--- config.mk ---
export PLATFORM = sky130hd
export DESIGN_NAME = upc_regbank
export DESIGN_NICKNAME = d
export VERILOG_FILES = /design/src/rtl/upc_pkg.sv /design/src/rtl/upc_sync.sv /design/src/rtl/upc_stage.sv /design/src/rtl/upc_regbank.sv
export VERILOG_INCLUDE_DIRS = /design/src /design/src/rtl
export SDC_FILE = /design/constraint.sdc
export NUM_CORES = 1
export LEC_CHECK = 0
export ABC_AREA = 1
export BUFFER_PORTS_ARGS = -buffer_cell sky130_fd_sc_hd__buf_2
export CORE_MARGIN = 4
export CORE_UTILIZATION = 63
export CTS_BUF_LIST = sky130_fd_sc_hd__clkbuf_16
export CTS_CLUSTER_DIAMETER = 200
export DETAILED_ROUTE_END_ITERATION = 16
export HOLD_SLACK_MARGIN = 0.12
export PLACE_DENSITY_LB_ADDON = 0.05
export RECOVER_POWER = 25
export SLEW_MARGIN = 20
export SYNTH_ARGS = -nofsm -noshare
export SYNTH_HDL_FRONTEND = slang
export SYNTH_HIERARCHICAL = 1
export SYNTH_SLANG_ARGS = --single-unit
--- constraint.sdc ---
create_clock -name clock -period 4.6 [get_ports clock]
set_clock_uncertainty 0.2 [all_clocks]
set_input_delay 0.46 -clock clock [delete_from_list [all_inputs] [get_ports clock]]
set_output_delay 0.46 -clock clock [all_outputs]
set_load 0.005 [all_outputs]
--- src/rtl/upc_regs.svh ---
// register map constants for the upconverter register bank
`ifndef UPC_REGS_SVH
`define UPC_REGS_SVH
// ****************************************
// serial addresses
// ****************************************
`define UPC_ADDR_CTRL1 5'h00
`define UPC_ADDR_PROF7 5'h15
`define UPC_ADDR_RAM 5'h16
`define UPC_ADDR_PINCFG 5'h18
`define UPC_ADDR_PINDAT 5'h19
`define UPC_ADDR_LAST 5'h19
// ****************************************
// byte lengths per address
// ****************************************
`define UPC_LEN_CTRL1 4'h4
`define UPC_LEN_PROF7 4'h8
`define UPC_LEN_RAM 4'h4
`define UPC_LEN_PIN 4'h2
`define UPC_LEN_DEFAULT 4'h4
// ****************************************
// field positions in profile slot seven
// ****************************************
`define UPC_P7_AMP_HI 61
`define UPC_P7_AMP_LO 48
`define UPC_P7_PHASE_HI 47
`define UPC_P7_PHASE_LO 32
`define UPC_P7_FREQ_HI 31
`define UPC_P7_FREQ_LO 0
`define UPC_P7_RATE_HI 63
`define UPC_P7_RATE_LO 58
`define UPC_P7_INVERT 57
`define UPC_P7_BYPASS 56
`define UPC_P7_OSCALE_HI 55
`define UPC_P7_OSCALE_LO 48
// ****************************************
// reset values
// ****************************************
`define UPC_RST_64 64'h0000000000000000
`endif

--- src/rtl/upc_pkg.sv ---
// types shared by the upconverter register bank
package upc_pkg;
   typedef enum logic [1:0] {UPC_IDLE, UPC_ADDR, UPC_DATA} upc_state_t;
   typedef logic [63:0] upc_word_t;
endpackage

--- src/rtl/upc_sync.sv ---
// three-stage synchroniser for serial port pins
`timescale 1ns/1ns
`default_nettype none
module upc_sync #(
   parameter int WIDTH = 3
) (
   input wire logic clock,
   input wire logic rst_n,
   input wire logic [WIDTH-1:0] async_in,
   output logic [WIDTH-1:0] sync_out
);
   logic [WIDTH-1:0] s1, s2, s3, held;
   logic [WIDTH-1:0] next_held;
   always_comb begin
      next_held = held;
      for (int i = 0; i < WIDTH; i++) begin
         // accept a change only once stages two and three agree
         if (s2[i] == s3[i]) begin
            next_held[i] = s2[i];
         end
      end
   end
   always_ff @(posedge clock) begin
      if (!rst_n) begin
         s1 <= '0;
         s2 <= '0;
         s3 <= '0;
         held <= '0;
      end else begin
         s1 <= async_in;
         s2 <= s1;
         s3 <= s2;
         held <= next_held;
      end
   end
   assign sync_out = held;
endmodule // upc_sync
`default_nettype wire

--- src/rtl/upc_stage.sv ---
// staging buffer with transfer on update or profile change
`timescale 1ns/1ns
`default_nettype none
module upc_stage #(
   parameter int WIDTH = 32
) (
   input wire logic clock,
   input wire logic rst_n,
   input wire logic wr_en,
   input wire logic [WIDTH-1:0] wr_data,
   input wire logic apply,
   output logic [WIDTH-1:0] staged,
   output logic [WIDTH-1:0] active
);
   logic [WIDTH-1:0] next_staged, next_active;
   always_comb begin
      next_staged = wr_en ? wr_data : staged;
      // live copy moves only on apply (update or profile change), so multi-register changes land together
      next_active = apply ? next_staged : active;
   end
   always_ff @(posedge clock) begin
      if (!rst_n) begin
         staged <= '0;
         active <= '0;
      end else begin
         staged <= next_staged;
         active <= next_active;
      end
   end
endmodule // upc_stage
`default_nettype wire

--- src/rtl/upc_regbank.sv ---
// serial port register bank of the upconverter, tail of the map
// Summary of operation
// profile slot seven at 0x15 holds 64 bits with tone and quadrature field views.
// the ram access word at 0x16 moves one 32-bit word per serial access.
// pin direction config at 0x18 and pin data at 0x19 are 16 bits each.
// addresses 0x00 to 0x19 exist, with 0x07, 0x08, 0x0b to 0x0d and 0x17 unused.
// each register has its own byte length and the host shifts exactly that many bytes.
// a multi-bit field is one binary word, msb first, bit 0 the register lsb.
// written values, except the ram word at 0x16, wait in staging until an io update or profile change.
// control word one sits at 0x00 and is four bytes long.
// unused addresses change nothing and read back as zeros.
`timescale 1ns/1ns
`default_nettype none
`include "upc_regs.svh"
module upc_regbank
   import upc_pkg::*;
(
   input wire logic clock,
   input wire logic rst_n,
   input wire logic sclk,
   input wire logic cs_n,
   input wire logic sdio_in,
   output logic sdio_out,
   output logic sdio_oe,
   input wire logic io_update,
   input wire logic [2:0] profile_sel,
   output logic [31:0] control_word_one,
   output logic [13:0] tone_amplitude,
   output logic [15:0] tone_phase,
   output logic [31:0] tone_frequency,
   output logic [5:0] quadrature_upconvert_view_rate,
   output logic quadrature_upconvert_view_invert,
   output logic quadrature_upconvert_view_bypass,
   output logic [7:0] quadrature_upconvert_view_scale,
   output logic [31:0] ram_word,
   output logic ram_word_strobe,
   output logic [15:0] pin_direction_config,
   output logic [15:0] pin_data_value
);
   // ****************************************
   // decode helpers
   // ****************************************
   // unused addresses and anything above the top of the map are holes
   function automatic logic upc_used(input logic [4:0] a);
      upc_used = !(a == 5'h07 || a == 5'h08 || (a >= 5'h0b && a <= 5'h0d)
                   || a == 5'h17 || a > `UPC_ADDR_LAST);
   endfunction
   function automatic logic [3:0] upc_len(input logic [4:0] a);
      case (a)
         `UPC_ADDR_CTRL1: upc_len = `UPC_LEN_CTRL1;
         `UPC_ADDR_PROF7: upc_len = `UPC_LEN_PROF7;
         `UPC_ADDR_RAM: upc_len = `UPC_LEN_RAM;
         `UPC_ADDR_PINCFG: upc_len = `UPC_LEN_PIN;
         `UPC_ADDR_PINDAT: upc_len = `UPC_LEN_PIN;
         // holes take the common four-byte frame so the host can still probe them
         default: upc_len = `UPC_LEN_DEFAULT;
      endcase
   endfunction
   // ****************************************
   // pin synchronisation
   // ****************************************
   // chip select enters inverted so the synchroniser reset state reads as deselected
   logic [2:0] pins;
   upc_sync #(.WIDTH(3)) u_sync (
      .clock(clock),
      .rst_n(rst_n),
      .async_in({sclk, ~cs_n, sdio_in}),
      .sync_out(pins)
   );
   logic sclk_s, cs_s_n, sdi_s;
   assign sclk_s = pins[2];
   assign cs_s_n = !pins[1];
   assign sdi_s = pins[0];
   // ****************************************
   // serial shifter state
   // ****************************************
   upc_state_t state, next_state;
   logic sclk_d, next_sclk_d;
   logic [5:0] bit_cnt, next_bit_cnt;
   logic [4:0] addr, next_addr;
   logic rd, next_rd;
   logic [63:0] shift_in, next_shift_in;
   logic [63:0] shift_out, next_shift_out;
   logic dout, next_dout;
   logic oe, next_oe;
   logic wr_pulse, next_wr_pulse;
   logic [2:0] prof_d, next_prof_d;
   logic upd_d, next_upd_d;
   logic done, next_done;
   logic [63:0] rd_value;
   logic rise, fall;
   logic [6:0] nbits;
   logic [63:0] prof7_staged, prof7_active;
   logic [31:0] ctrl_staged, ram_staged;
   logic [15:0] cfg_staged, dat_staged;
   logic apply;
   logic wr_ctrl, wr_prof7, wr_cfg, wr_dat;
   // ****************************************
   // edge detect and frame length
   // ****************************************
   assign rise = sclk_s && !sclk_d;
   assign fall = !sclk_s && sclk_d;
   assign nbits = {upc_len(addr), 3'h0};
   // readback; bits of a narrow register sit low, msb shifted first
   always_comb begin
      rd_value = 64'h0000000000000000;
      case (addr)
         `UPC_ADDR_CTRL1: rd_value = {32'h00000000, ctrl_staged};
         `UPC_ADDR_PROF7: rd_value = prof7_staged;
         `UPC_ADDR_RAM: rd_value = {32'h00000000, ram_staged};
         `UPC_ADDR_PINCFG: rd_value = {48'h000000000000, cfg_staged};
         `UPC_ADDR_PINDAT: rd_value = {48'h000000000000, dat_staged};
         default: rd_value = 64'h0000000000000000;
      endcase
   end
   // ****************************************
   // next state of the shifter
   // ****************************************
   always_comb begin
      next_state = state;
      next_sclk_d = sclk_s;
      next_bit_cnt = bit_cnt;
      next_addr = addr;
      next_rd = rd;
      next_shift_in = shift_in;
      next_shift_out = shift_out;
      next_dout = dout;
      next_oe = oe;
      next_wr_pulse = 1'b0;
      next_prof_d = profile_sel;
      next_upd_d = io_update;
      next_done = done;
      if (cs_s_n) begin
         // release sdio as soon as the frame closes
         next_state = UPC_IDLE;
         next_oe = 1'b0;
         next_done = 1'b0;
      end else begin
         case (state)
            UPC_IDLE: begin
               // bits past the register length wait out the frame unread
               if (!done) begin
                  next_state = UPC_ADDR;
                  next_bit_cnt = 6'h00;
               end
            end
            UPC_ADDR: begin
               if (rise) begin
                  // instruction byte: read flag, two spare bits, five address bits
                  next_shift_in = {shift_in[62:0], sdi_s};
                  next_bit_cnt = bit_cnt + 6'h01;
                  if (bit_cnt == 6'h07) begin
                     next_rd = shift_in[6];
                     next_addr = {shift_in[3:0], sdi_s};
                     next_bit_cnt = 6'h00;
                     next_state = UPC_DATA;
                  end
               end
            end
            UPC_DATA: begin
               if (bit_cnt == 6'h00 && !oe && rd) begin
                  next_shift_out = rd_value << (7'd64 - nbits);
                  next_oe = 1'b1;
                  next_dout = next_shift_out[63];
               end
               if (rise) begin
                  next_shift_in = {shift_in[62:0], sdi_s};
                  next_bit_cnt = bit_cnt + 6'h01;
                  if ({1'b0, bit_cnt} == nbits - 7'd1) begin
                     // exact length only; a short frame writes nothing
                     next_wr_pulse = !rd && upc_used(addr);
                     next_state = UPC_IDLE;
                     next_done = 1'b1;
                  end
               end
               // the fall that closes the instruction byte must not skip the first bit
               if (fall && rd && oe && bit_cnt != 6'h00) begin
                  next_shift_out = {shift_out[62:0], 1'b0};
                  next_dout = shift_out[62];
               end
            end
            default: next_state = UPC_IDLE;
         endcase
      end
   end
   // ****************************************
   // shifter registers
   // ****************************************
   always_ff @(posedge clock) begin
      if (!rst_n) begin
         state <= UPC_IDLE;
         sclk_d <= 1'b0;
         bit_cnt <= 6'h00;
         addr <= 5'h00;
         rd <= 1'b0;
         shift_in <= `UPC_RST_64;
         shift_out <= `UPC_RST_64;
         dout <= 1'b0;
         oe <= 1'b0;
         wr_pulse <= 1'b0;
         prof_d <= 3'h0;
         upd_d <= 1'b0;
         done <= 1'b0;
      end else begin
         state <= next_state;
         sclk_d <= next_sclk_d;
         bit_cnt <= next_bit_cnt;
         addr <= next_addr;
         rd <= next_rd;
         shift_in <= next_shift_in;
         shift_out <= next_shift_out;
         dout <= next_dout;
         oe <= next_oe;
         wr_pulse <= next_wr_pulse;
         prof_d <= next_prof_d;
         upd_d <= next_upd_d;
         done <= next_done;
      end
   end
   // ****************************************
   // write decode and staging
   // ****************************************
   // io_update is same-clock logic; its rising edge or a profile change applies
   // a held io_update applies once, so later writes stay staged
   assign apply = (io_update && !upd_d) || (profile_sel != prof_d);
   // a write to a hole decodes to none of these strobes
   assign wr_ctrl = wr_pulse && addr == `UPC_ADDR_CTRL1;
   assign wr_prof7 = wr_pulse && addr == `UPC_ADDR_PROF7;
   assign wr_cfg = wr_pulse && addr == `UPC_ADDR_PINCFG;
   assign wr_dat = wr_pulse && addr == `UPC_ADDR_PINDAT;
   upc_stage #(.WIDTH(32)) u_ctrl (
      .clock(clock),
      .rst_n(rst_n),
      .wr_en(wr_ctrl),
      .wr_data(shift_in[31:0]),
      .apply(apply),
      .staged(ctrl_staged),
      .active(control_word_one)
   );
   upc_stage #(.WIDTH(64)) u_prof7 (
      .clock(clock),
      .rst_n(rst_n),
      .wr_en(wr_prof7),
      .wr_data(shift_in),
      .apply(apply),
      .staged(prof7_staged),
      .active(prof7_active)
   );
   upc_stage #(.WIDTH(16)) u_cfg (
      .clock(clock),
      .rst_n(rst_n),
      .wr_en(wr_cfg),
      .wr_data(shift_in[15:0]),
      .apply(apply),
      .staged(cfg_staged),
      .active(pin_direction_config)
   );
   upc_stage #(.WIDTH(16)) u_dat (
      .clock(clock),
      .rst_n(rst_n),
      .wr_en(wr_dat),
      .wr_data(shift_in[15:0]),
      .apply(apply),
      .staged(dat_staged),
      .active(pin_data_value)
   );
   // ram word is not staged: each write access hands one word straight to the ram
   logic [31:0] next_ram_staged;
   logic next_ram_strobe;
   always_comb begin
      next_ram_strobe = wr_pulse && addr == `UPC_ADDR_RAM;
      next_ram_staged = next_ram_strobe ? shift_in[31:0] : ram_staged;
   end
   always_ff @(posedge clock) begin
      if (!rst_n) begin
         ram_staged <= 32'h00000000;
         ram_word_strobe <= 1'b0;
      end else begin
         ram_staged <= next_ram_staged;
         ram_word_strobe <= next_ram_strobe;
      end
   end
   assign ram_word = ram_staged;
   // ****************************************
   // field views of profile slot seven
   // ****************************************
   assign tone_amplitude = prof7_active[`UPC_P7_AMP_HI:`UPC_P7_AMP_LO];
   assign tone_phase = prof7_active[`UPC_P7_PHASE_HI:`UPC_P7_PHASE_LO];
   assign tone_frequency = prof7_active[`UPC_P7_FREQ_HI:`UPC_P7_FREQ_LO];
   assign quadrature_upconvert_view_rate =
      prof7_active[`UPC_P7_RATE_HI:`UPC_P7_RATE_LO];
   assign quadrature_upconvert_view_invert = prof7_active[`UPC_P7_INVERT];
   assign quadrature_upconvert_view_bypass = prof7_active[`UPC_P7_BYPASS];
   assign quadrature_upconvert_view_scale =
      prof7_active[`UPC_P7_OSCALE_HI:`UPC_P7_OSCALE_LO];
   // ****************************************
   // pin outputs
   // ****************************************
   assign sdio_out = dout;
   assign sdio_oe = oe;
endmodule // upc_regbank
`default_nettype wire

* Word-level counts from Yosys, hierarchy flattened *
Cells that the tools add are included.

storage, ports and cells
  bits in registers = 451
  output and inout port bits = 177
  word-level logic and storage cells = 121

cells by class
  add/sub/neg operators = 3
  equal/unequal tests = 20
  shift operators = 1
  multiplexer cells = 21
  reduce and logical (&&, ||, !) cells = 43
  bitwise operators = 1
  magnitude comparators = 3

operators by type and width
  kind                                                 count
  one-hot mux 64 bit (5 select lines)                  1
  2-to-1 mux 63 bit                                    2
  2-to-1 mux 64 bit                                    1
  << shifter 64 x 7 -> 64 bit                          1
  2-to-1 mux 16 bit                                    2
  2-to-1 mux 32 bit                                    1
  equality test 5 bit, second input constant           5
  2-to-1 mux 6 bit                                     4
  one-hot mux 6 bit (3 select lines)                   1
  logical AND 1 bit                                    15
  AND reduction 5 bit                                  3
  2-to-1 mux 2 bit                                     5
  != test 2 bit, second input constant                 5
  AND reduction 3 bit                                  3
  one-hot mux 4 bit (2 select lines)                   1
  equality test 6 x 7 -> 1 bit                         1
  subtractor 7 x 1 -> 7 bit, second input constant     1
  subtractor 7 bit, first input constant               1
  adder 6 x 1 -> 6 bit, second input constant          1
  equality test 6 x 3 -> 1 bit, second input constant  1
  logical NOT 1 bit                                    6
  logical NOT 6 bit                                    1
  one-hot mux 2 bit (3 select lines)                   1
  nonzero test 6 bit                                   1
  other kinds (19)                                     28

* Logic depth before layout (Yosys ltp) *
  depth after elaboration = 8
  gate-level depth with buffers = 12

* Cells and area by module *
Netlist, hierarchy kept.

modules (own cells, without submodules)
  module                 cells an instance  times used  area each (µm²)
  upc_regbank            1332               1           8941.1
  upc_stage (u_prof7)    683                1           4954.8
  upc_stage (u_cfg ...)  171                2           1300.0
  upc_stage (u_ctrl)     342                1           2578.7
  upc_sync               40                 1           366.6

* Least setup slack after synthesis *
Ideal clock, no wire load.

  path type = input to register
  start = input io_update
  end = register u_prof7.active[10]
  data required time = 4291 ps
  buffers on the path = 2
  cell stages on the path = 7
  path slack = 2415 ps
  library setup time = 109 ps
  data arrival time = 1876 ps
  path through = inv_1 o2111ai_1 buf_4 buf_2 nand3_1 nand2_1 inv_1

between the ends
  longest elaborated chain between the ends = 2

RTL lines
  item                  line                RTL
  from (decl)           upc_regbank.sv:25   input wire logic io_update,
  logical AND 1 bit     upc_regbank.sv:225  assign apply = (io_update && !upd_d) || (profile_sel != prof_d);
  logical OR 1 bit      upc_regbank.sv:225
  via apply             upc_regbank.sv:96   logic apply;
  to (signal assigned)  upc_stage.sv:27     active <= next_active;
  to (decl)             upc_stage.sv:13     output logic [WIDTH-1:0] active

The timed path passes the listed nets, and every way through them passes these cells.
A chain may end at the register's enable or synchronous reset.

* Final worst setup path *
  start = register bit_cnt[0]
  end = register shift_out[54]

between the ends
  longest elaborated chain between the ends = 5

RTL lines
  item                                  line                RTL
  from (decl)                           upc_regbank.sv:79   logic [5:0] bit_cnt, next_bit_cnt;
  from (signal assigned)                upc_regbank.sv:207  bit_cnt <= next_bit_cnt;
  logical NOT 6 bit                     upc_regbank.sv:161  if (bit_cnt == 6'h00 && !oe && rd) begin
  logical AND 1 bit (2 in a row)        upc_regbank.sv:161
  nonzero test 2 bit (no source line)   n/a
  AND reduction 3 bit (no source line)  n/a
  to (signal assigned)                  upc_regbank.sv:197  shift_out <= `UPC_RST_64;
  to (signal assigned)                  upc_regbank.sv:211  shift_out <= next_shift_out;
  to (decl)                             upc_regbank.sv:83   logic [63:0] shift_out, next_shift_out;

Several ways; a longest one is shown, not always the timed one.

==> results by group <==
Yosys
  – Cell Area, Synth: 19400 um2
  – Mapped Cells: 2739
  – Syn_area_per_cell: 7.10 um2
  – Area contributors post-synth: dfxtp_1 46%, nand2_1 12%, nor2_1 9.0%
  – Cell variety after synth: 46
  – Mapped Nets: 2755
  – Ys async rst share: 0%
  – Dominant cell type by area after synthesis: dfxtp_1
  – Number of enable flip-flop cells after synthesis: 0
  – Synthesis Warnings: 6
  – Top FF cell, synth: dfxtp_1
  – Share of the synthesized area in the top cell type: 46.4%
  – Yosys reg bits: between 400 and 500
  – Seq/Total Area, Yosys: between 40% and 50%

Worst setup path
  – Crit-path max cell delay: roughly 0.86 ns
  – Crit path DAT: 3.32 ns
  – Setup CP Type: reg -> reg
  – Crit path max-delay family: compound AO/OA/AOI/OAI gates
  – CP cell instances: inv_1 -> ha_1 -> nand4_1 -> nand2_2 -> a21oi_4 -> buf_4 -> o21ai_0 -> a21oi_1
  – Worst path slowest cell: a21oi_4
  – CP endpoint kind: register
  – CP Buf/Inv Count: 2
  – Critical path startpoint category: register
  – Data required, critical path: slightly below 5 ns
  – Top fanout value on the critical path: 32

Global route
  – Antenna violations before repair: 2
  – Vias in the first global route: 16900
  – All-Layer GR Usage: 32.6%
  – First-pass GRT wire length: 89600 um
  – Total gr overflow: 0
  – Largest net degree at the start of global routing: 171

Placement
  – Port Buffers: 185
  – GPL Wtd Cong: 1.01
  – Detail Placement HPWL: 37500 um

Detailed routing
  – WL per Instance: 17.3 um
  – Pre-Repair DR Iteration Count: 6
  – Via density: 5.63
  – Post-route ant nets: 0
  – DRC Markers: 0
  – Vias: 18300
  – Routed wire length: about 56000 um
  – First DRT Iteration DRCs: roughly 2200

Timing
  – Min Tclk post-route: 3.06 ns
  – Setup tns final: 0 ns
  – Max Clk Rate: between 300 and 400 MHz
  – Hold Vio Cnt, Final: 0
  – Final setup fails: 0
  – Max-slew headroom: approximately a third
  – Least-Margin Pin Slew: between 0.9 and 1 ns
  – Tcrit/Tclk final: 66.4%
  – RSZ-0062 raised after global routing: false
  – Final Max Slew Viols: 0

Die
  – DIE WIDTH: 184 um
  – Row count: 64
  – I/O pins: 186
  – Die Footprint: 33700 um2
  – Core ar.: just over 30000 um2
  – Die span in y: 184 um
  – Initial Utilization: between 60 and 70%

Clock network
  – TritonCTS Buffers: 47
  – Cts repair resizes: 0
  – CTS max path bufs: 3
  – Clk slew on worst S/H paths: roughly 0.06 ns
  – CTS Sinks: around 450
  – Root Driver: clkbuf_16
  – CTS tree: done
  – Worst skew pair latency: 0.54 ns
  – Max H-tree Level: 2

Layout
  – Synth-to-Final Area Change: 10.1%
  – Final core utilization: 70.1%
  – FF/Latch Area: 9030 um2
  – Filler cells: around 2700
  – Area of the multi-input gates: 8350 um2
  – Share of layout cells above drive strength 1: 10.3%
  – Antenna cells: 0
  – Nets@finish: 2843

Flow run
  – Max-Cap Viols: 0

Outcome
  – Status: complete, no violations

Min path
  – Hold Path Class: reg -> reg

Power and ir drop
  – Power density cells: 372 nW/um2
  – P_leak: 10.2 nW
  – Worst vdd ir: roughly 420 uV
## cell families (layout without fill, tap and decap cells)
kind of cell,after synthesis,after routing,share of synthesized area [%]
AND/OR/NAND/NOR,1398,1398,30.0
adder cells (fa/ha/maj),7,7,0.450
buffers and inverters,419,540,10.8
AO/OA/AOI/OAI,461,461,12.2
XOR/XNOR,3,3,0.135
flip-flops,451,451,46.4
## synth_stat cells, types with 2 or more instances
| cell type | instances |
|---|---|
| nand3_2 | 7 |
| inv_2 | 8 |
| buf_6 | 26 |
| buf_2 | 55 |
| nor2_2 | 4 |
| nand3_1 | 199 |
| buf_4 | 32 |
| buf_12 | 3 |
| a21oi_1 | 272 |
| a22oi_1 | 2 |
| nor4_1 | 2 |
| inv_1 | 229 |
| xnor2_1 | 3 |
| nand2_2 | 42 |
| clkbuf_1 | 51 |
| ha_1 | 7 |
| buf_1 | 3 |
| o2111ai_1 | 2 |
| dfxtp_1 | 451 |
| o21ai_1 | 11 |
| nand2_1 | 630 |
| a211oi_1 | 4 |
| nand3b_1 | 9 |
| nor2_4 | 5 |
| nor2_1 | 464 |
| nand4_1 | 24 |
| clkbuf_8 | 7 |
| inv_6 | 2 |
| o21ai_0 | 159 |
| nor3_1 | 7 |
| o211ai_1 | 4 |
## where the power goes
group	total (mW)	switching (mW)	internal, mW
sequential	3.97	0.0220	3.95
clock	3.66	1.53	2.12
combinational	0.339	0.223	0.116
## state kept, by name, summed over array words and instances, names as in the netlist, 5 cells and up
| register | count |
|---|---|
| shift_out | 63 |
| ram_word | 32 |
| u_cfg/active | 16 |
| addr | 5 |
| shift_in | 64 |
| u_ctrl/staged | 32 |
| bit_cnt | 6 |
| u_prof7/active | 64 |
| u_prof7/staged | 64 |
| u_dat/active | 16 |
| u_cfg/staged | 16 |
| u_dat/staged | 16 |
| u_ctrl/active | 32 |
## worst reg2reg max path, delay by kind of cell, from the launching register on
| family | cells | cell delay (ns) |
|---|---|---|
| fa+ha+maj | 1 | 0.19 |
| simple gates | 2 | 0.54 |
| buf+inv | 2 | 0.53 |
| flops | 1 | 0.35 |
| compound gates | 3 | 1.17 |
## final timing paths
path | startpoint | endpoint | slack (ns) | depth (start not counted)
setup / recovery | bit_cnt[0]$_SDFFE_PN0P_ | shift_out[54]$_SDFFE_PN0P_ | 1.54 | 8
hold / removal | u_sync/s1[0]$_SDFF_PN0_ | u_sync/s2[0]$_SDFF_PN0_ | 0.21 | 2
setup reg to reg | bit_cnt[0]$_SDFFE_PN0P_ | shift_out[54]$_SDFFE_PN0P_ | 1.54 | 8
hold reg to reg | u_sync/s1[0]$_SDFF_PN0_ | u_sync/s2[0]$_SDFF_PN0_ | 0.21 | 2
## what timing repair did
action / 4_1_cts / 5_1_grt
buffers inserted: 0 / 0
hold buffers: 7 / 0
endpoints found under the hold margin: 7 / 0
## placed cells by master (no fill, tap or decap), drive strengths merged
cell type,synthesis,final
nand2,673,673
nor2,473,473
dfxtp,451,451
a21oi,273,273
inv,240,250
nand3,206,206
o21ai,171,171
buf,120,151
clkbuf,58,106
nand4,25,25
clkinv,1,21
nand3b,9,9
nor3,8,8
ha,7,7
dlygate4sd3,0,7
bufinv,0,5
o211ai,4,4
a211oi,4,4
xnor2,3,3
nor4,2,2
a22oi,2,2
o2111ai,2,2
a31oi,1,1
o22ai,1,1
and2,1,1
o21a,1,1
o21bai,1,1
or2,1,1
a221oi,1,1
## per-layer routing
layer  global-route usage, %  part of all wire [%]
met1                    45.7                    42
met2                    51.3                    45
met3                    6.27                    10
met4                    9.86                   2.9
met5                       0                 0.044
## area by class of cell
| type | instances | area share [%] |
|---|---|---|
| Sequential cell | 451 | 42.2 |
| Timing Repair Buffer | 217 | 5.37 |
| Clock buffer | 47 | 5.50 |
| Clock inverter | 35 | 1.30 |
| Inverter | 241 | 4.33 |
| Tap cell | 396 | 2.32 |
| Multi-Input combinational cell | 1869 | 39.0 |
## through the flow
step,total power [mW],std cells,setup slack [ns],hold WS (ns),area (um2)
floorplan,4.31,2739,2.41,0.186,19400
global placement,4.39,3167,1.77,0.187,20000
detailed placement,4.39,3167,1.63,0.198,20000
CTS,7.99,3256,1.60,0.208,21500
global route,8.20,3256,1.31,0.228,21400
finish,7.97,3256,1.54,0.207,21400
No activity file was read; power rests on OpenSTA's default activity.
